$ cat src/pia_pkg.sv
// constants and carrier types for the peripheral interrupt aggregator
`default_nettype none
package pia_pkg;

  localparam int unsigned     DATA_W       = 8;
  localparam int unsigned     ADDR_W       = 8;
  localparam int unsigned     SRC_COUNT    = 8;
  localparam int unsigned     SYNC_STAGES  = 2;

  // register port addresses
  localparam logic [7:0]      ADDR_FLAGS   = 8'h0E;
  localparam logic [7:0]      ADDR_ENABLES = 8'h0F;

  // reset values
  localparam logic [7:0]      FLAGS_RESET  = 8'h00;
  localparam logic [7:0]      ENABLE_RESET = 8'h00;
  localparam logic [7:0]      UNMAPPED_RD  = 8'h00;

  // flag and enable bit positions (enables mirror flags)
  localparam int unsigned     BIT_POWER_FAIL   = 7;
  localparam int unsigned     BIT_DIRECTION    = 6;
  localparam int unsigned     BIT_CONVERSION   = 5;
  localparam int unsigned     BIT_DETECT       = 4;
  localparam int unsigned     BIT_CHARGE_OC    = 3;
  localparam int unsigned     BIT_DISCHARGE_OC = 2;
  localparam int unsigned     BIT_CHARGE_WRAP  = 1;
  localparam int unsigned     BIT_DISCH_WRAP   = 0;

  // one-cycle event pulses from peripherals on ref_clk
  typedef struct packed {
    logic conv_start;
    logic conv_done;
    logic charge_oc;
    logic discharge_oc;
    logic charge_wrap;
    logic discharge_wrap;
  } pia_src_t;

  // register port request
  typedef struct packed {
    logic [7:0] addr;
    logic [7:0] wdata;
    logic       wr;
    logic       rd;
  } pia_req_t;

endpackage : pia_pkg
`default_nettype wire
$ cat src/peripheral_irq_aggregator.sv
// peripheral interrupt aggregator: event flags, enables, core interrupt line
`timescale 1ns/100ps
`default_nettype none

module peripheral_irq_aggregator (
  input  wire logic             ref_clk,
  input  wire logic             sys_rst,
  input  wire logic             master_clear_n,
  input  wire pia_pkg::pia_req_t port_req,
  output logic [7:0]            port_rdata,
  input  wire pia_pkg::pia_src_t src,
  input  wire logic             detect_pin,
  input  wire logic             supply_above_3v,
  input  wire logic             gauge_charge_dir,
  output logic                  core_peripheral_irq_line
);

  ////////////////////////////////////////////////////////////////////////////
  // helpers

  function automatic logic pia_changed(input logic prev, input logic cur);
    pia_changed = prev ^ cur;
  endfunction : pia_changed

  function automatic logic pia_hit(input pia_pkg::pia_req_t r,
                                   input logic [7:0]       a);
    pia_hit = (r.addr == a);
  endfunction : pia_hit

  ////////////////////////////////////////////////////////////////////////////
  // synchronisers for pins and foreign levels

  logic [1:0] master_clear_n_sync;
  logic [1:0] detect_sync;
  logic [1:0] supply_sync;
  logic [1:0] dir_sync;
  logic       detect_last;
  logic       supply_last;
  logic       dir_last;

  // first stage is read only by the second stage and by the detect and direction sampling checks
  always_ff @(posedge ref_clk or posedge sys_rst) begin
    if (sys_rst) begin
      master_clear_n_sync   <= 2'h0;
      detect_sync <= 2'h0;
      supply_sync <= 2'h0;
      dir_sync    <= 2'h0;
    end else begin
      master_clear_n_sync   <= {master_clear_n_sync[0], master_clear_n};
      detect_sync <= {detect_sync[0], detect_pin};
      supply_sync <= {supply_sync[0], supply_above_3v};
      dir_sync    <= {dir_sync[0], gauge_charge_dir};
    end
  end

  // last-seen levels for edge detection
  always_ff @(posedge ref_clk or posedge sys_rst) begin
    if (sys_rst) begin
      detect_last <= 1'b0;
      supply_last <= 1'b0;
      dir_last    <= 1'b0;
    end else begin
      detect_last <= detect_sync[1];
      supply_last <= supply_sync[1];
      dir_last    <= dir_sync[1];
    end
  end

  ////////////////////////////////////////////////////////////////////////////
  // event vector

  logic [7:0] events;

  // two-wire bus interrupts have no input here; they reach the core apart
  always_comb begin
    events = 8'h00;
    // supply low after reset reads as 0, so the first rise is caught too
    events[pia_pkg::BIT_POWER_FAIL]   = pia_changed(supply_last, supply_sync[1]);
    events[pia_pkg::BIT_DIRECTION]    = pia_changed(dir_last, dir_sync[1]);
    events[pia_pkg::BIT_CONVERSION]   = src.conv_start | src.conv_done;
    events[pia_pkg::BIT_DETECT]       = pia_changed(detect_last, detect_sync[1]);
    events[pia_pkg::BIT_CHARGE_OC]    = src.charge_oc;
    events[pia_pkg::BIT_DISCHARGE_OC] = src.discharge_oc;
    events[pia_pkg::BIT_CHARGE_WRAP]  = src.charge_wrap;
    events[pia_pkg::BIT_DISCH_WRAP]   = src.discharge_wrap;
  end

  ////////////////////////////////////////////////////////////////////////////
  // flag register

  logic [7:0] flags;
  logic [7:0] enables;
  logic [7:0] next_flags;
  logic [7:0] clear_mask;
  logic       wr_flags;
  logic       wr_enables;

  assign wr_flags   = port_req.wr & pia_hit(port_req, pia_pkg::ADDR_FLAGS);
  assign wr_enables = port_req.wr & pia_hit(port_req, pia_pkg::ADDR_ENABLES);

  always_comb begin
    clear_mask = wr_flags ? port_req.wdata : 8'h00;
    // set after clear so a coincident event survives
    next_flags = (flags & ~clear_mask) | events;
  end

  always_ff @(posedge ref_clk or posedge sys_rst) begin
    if (sys_rst) begin
      flags <= pia_pkg::FLAGS_RESET;
    end else begin
      flags <= next_flags;
    end
  end

  ////////////////////////////////////////////////////////////////////////////
  // enable register

  // master clear holds enables at zero for as long as it is low
  always_ff @(posedge ref_clk or posedge sys_rst) begin
    if (sys_rst) begin
      enables <= pia_pkg::ENABLE_RESET;
    end else if (!master_clear_n_sync[1]) begin
      enables <= pia_pkg::ENABLE_RESET;
    end else if (wr_enables) begin
      enables <= port_req.wdata;
    end
  end

  ////////////////////////////////////////////////////////////////////////////
  // read path: reads have no side effects on any state

  always_ff @(posedge ref_clk or posedge sys_rst) begin
    if (sys_rst) begin
      port_rdata <= pia_pkg::UNMAPPED_RD;
    end else if (port_req.rd) begin
      if (pia_hit(port_req, pia_pkg::ADDR_FLAGS)) begin
        port_rdata <= flags;
      end else if (pia_hit(port_req, pia_pkg::ADDR_ENABLES)) begin
        port_rdata <= enables;
      end else begin
        port_rdata <= pia_pkg::UNMAPPED_RD;
      end
    end
  end

  ////////////////////////////////////////////////////////////////////////////
  // core interrupt line, registered for a glitch-free output

  always_ff @(posedge ref_clk or posedge sys_rst) begin
    if (sys_rst) begin
      core_peripheral_irq_line <= 1'b0;
    end else begin
      core_peripheral_irq_line <= |(flags & enables);
    end
  end
endmodule : peripheral_irq_aggregator
`default_nettype wire

$ cat config.mk
export PLATFORM = sky130hd
export DESIGN_NAME = peripheral_irq_aggregator
export DESIGN_NICKNAME = d
export VERILOG_FILES = /design/src/pia_pkg.sv /design/src/peripheral_irq_aggregator.sv
export SDC_FILE = /design/constraint.sdc
export NUM_CORES = 1
export LEC_CHECK = 0
export BUFFER_PORTS_ARGS = -buffer_cell sky130_fd_sc_hd__buf_4
export CAP_MARGIN = 30
export CORE_ASPECT_RATIO = 1.4
export CORE_UTILIZATION = 55
export CTS_CLUSTER_SIZE = 16
export DETAILED_ROUTE_END_ITERATION = 10
export PLACE_DENSITY_LB_ADDON = 0.15
export SLEW_MARGIN = 20
export SYNTH_ARGS = -nofsm -noshare
export SYNTH_HDL_FRONTEND = slang
export SYNTH_SLANG_ARGS = --single-unit
$ cat constraint.sdc
create_clock -name ref_clk -period 2.6 [get_ports ref_clk]
set_input_delay 0.26 -clock ref_clk [delete_from_list [all_inputs] [get_ports ref_clk]]
set_output_delay 0.26 -clock ref_clk [all_outputs]
set_load 0.005 [all_outputs]
==> flow_metrics.tcl <==
set metrics [dict create \
    status "complete, no violations" \
    first_iter_violations 22 \
    yosysUniqueCellTypes 19 \
    grt_pass1_wl_microns 4990 \
    finalSetupViolations 0 \
    viasPerCell 5.34 \
    maxSlewHeadroom_pct 65.8 \
    grt_pass1_vias 1159 \
    die_x_microns 46.3 \
    avgSynthCellArea_sq_um 11.6 \
    drive_gt1_share_pct 31.8 \
    routed_wl_microns 2950 \
    final_antenna_net_count 0 \
    track_usage_pct 24.4 \
    layout.nets 199 \
    pwr-share-seq_pct 59.4 \
    r2r_end "enables[5]" \
    cts.clk_slew.worst_paths_ns 0.10 \
    synth_ff_type "dfrtp_1" \
    post-cts-setup-buffers 0 \
    num_rows 22 \
    cts_buffers 5 \
    clock.fmax_ghz 0.721 \
    num_io_pins 39 \
    crit_fanout 10 \
    die_h_microns 64 \
    rrSetupSlack_ns 1.61 \
    p_switching_mw 0.221 \
    synth_cells 130 \
    clkSinkCount 36 \
    crit_type "in -> reg" \
    hp-class "in -> async" \
    fin_crit_sh_pct 53.3 \
    gp_congestion 0.800 \
    avgRoutedWirePerCell_microns 14.3 \
    r2r_start "master_clear_n_sync[1]" \
    pwr-share-clk_pct 32.0 \
    async_flop_share_pct 100 \
    drtPass1Iterations 4 \
    ys_seq_area_share_pct 59.7 \
    initial_utilization_pct 57.8 \
    period_needed_ns 1.39 \
    htree_levels 2 \
    ys_top_cells_by_area "dfrtp_1, nand2_1, mux2_2, mux2i_1, nand4_1" \
    holdBufCountCts 0 \
    synth_edf_count 0 \
    p_leak_nw 0.825 \
    num-fill-cells 205 \
    rr_worst_depth 2 \
    clk_latency_ns 0.34 \
    worstMarginPinSlew_ns 0.513 \
    grt_overflow_total 0 \
    powerDensity_nw_per_um2 517 \
    drc_errors 0 \
    final_core_util_pct 71.7 \
    dr_total_vias 1100 \
    synthDominantCellAreaShare_pct 59.7 \
    ctsRootBufferMaster "clkbuf_4" \
    final_cells 206 \
    cp_data_arrival_time_ns 1.65 \
    grt_max_degree 37 \
    synth_nets 160 \
    cts_buffer_depth 2 \
    antenna_found_initial 0 \
    crit_start "port_req[16]" \
    yosys_warnings 0 \
    crit_end "enables[5]" \
    ys_seq_elements 36 \
    syn2layout_area_growth_pct 24.2 \
    hpwl_microns 2130 \
    ir_worst_vdd_mv 0.352 \
    endpoint_kind "register" \
    finalHoldViolCount 0 \
    p_int_mw 0.748 \
    stdcell_area_sq_um 1880 \
    cp.required_ns 2.86 \
    rsz0062_at_grt "false" \
    finalPower_mw 0.969 \
    dp_cells 197 \
    p_sw_share_pct 22.8 \
    cts_tree "built" \
    final-max-slew-violation-count 0 \
    core_area_sq_um 2620 \
    dpl-instance-area_sq_um 1810 \
    cap_violations 0 \
    diodes 0 \
    io_buffers 38 \
    worstSetupStartpointType "input port" \
    ctsResizeCount 0 \
    dieArea_sq_um 2960 \
    synth_area_leader_cell "dfrtp_1" \
    combPwrFrac_pct 8.6 \
    syn_area_sq_um 1510 \
    final.setup_skew_ns 0.00690 \
    finalSetupTns_ns 0 \
]
## cell families after synthesis
family	count (synthesis)	synth area share [%]
AOI/OAI and AO/OA	20	9.36
xor gates and xnor gates	3	1.74
and+or+nand+nor	38	13.0
buffers and inverters	17	4.97
DFF	36	59.7
muxes	16	11.3
## worst min path at each step
stage                                 from                     end  slack, ns  cells past startpoint
finish                             sys_rst                flags[2]      0.009                      3
global route                master_clear_n  master_clear_n_sync[0]     0.0003                      1
detailed placement             dir_sync[0]             dir_sync[1]       0.34                      0
global placement    master_clear_n_sync[0]  master_clear_n_sync[1]       0.34                      0
CTS                                sys_rst          detect_sync[0]      0.005                      3
floorplan                       detect_pin          detect_sync[0]       0.29                      0
## power by group through the flow
stage          sequential, mW  clock (mW)  combinational (mW)
2_1_floorplan           0.583           0              0.0418
3_3_place_gp            0.587           0              0.0803
3_5_place_dp            0.587           0              0.0823
4_1_cts                 0.576       0.317              0.0828
5_1_grt                 0.578       0.337              0.0924
6_report                0.576       0.310              0.0834
## registers in the layout, indices dropped and copies added, names as in the netlist
register                  cells
master_clear_n_sync           2
supply_last                   1
port_rdata                    8
core_peripheral_irq_line      1
dir_last                      1
flags                         8
enables                       8
detect_sync                   2
dir_sync                      2
supply_sync                   2
detect_last                   1
## synthesized netlist by cell type (3+ instances only)
| cell type | count |
|---|---|
| dfrtp_1 | 36 |
| nand2_1 | 25 |
| inv_1 | 9 |
| nand4_1 | 9 |
| mux2_2 | 8 |
| mux2i_1 | 8 |
| o22ai_1 | 8 |
| a21o_1 | 7 |
| a22oi_1 | 4 |
| buf_2 | 3 |
| clkbuf_1 | 3 |
| xor2_1 | 3 |
## layout make-up
cell class	instances	area [sq um]	share of cell area [%]
Inverter	9	33.8	1.80
Tap cell	36	45.0	2.40
Timing Repair Buffer	40	303	16.1
Multi-Input combinational cell	77	534	28.5
Sequential cell	36	901	48.0
Clock buffer	8	58.8	3.14
## worst max-delay path, stage by stage
cell	delay, ns
buf_4	0.11
and4bb_1	0.48
and4_1	0.54
mux2i_1	0.26
## per-stage QoR
step           setup WS [ns]  hold slack [ns]
4_1_cts                 1.23          0.00527
6_report                1.21          0.00947
2_1_floorplan           1.35            0.291
3_3_place_gp           0.982            0.335
3_5_place_dp           0.868            0.336
5_1_grt                 1.16         0.000291
## layout by cell type, fill, tap and decap left out, types with 2 or more instances in the layout
master / instances
mux2i_1: 8
buf_4: 39
a21o_1: 7
dfrtp_1: 36
a22oi_1: 4
o22ai_1: 8
mux2_2: 8
nand4_1: 9
clkbuf_1: 2
nand2_1: 25
xor2_1: 3
inv_1: 9
clkbuf_4: 5
## routing by layer
metal	routed length, microns	GRT usage, %
met5	0	0
met4	144	19.1
met3	117	5.08
met2	1520	37.5
met1	1170	28.0
Power figures use the tool's default switching activity.
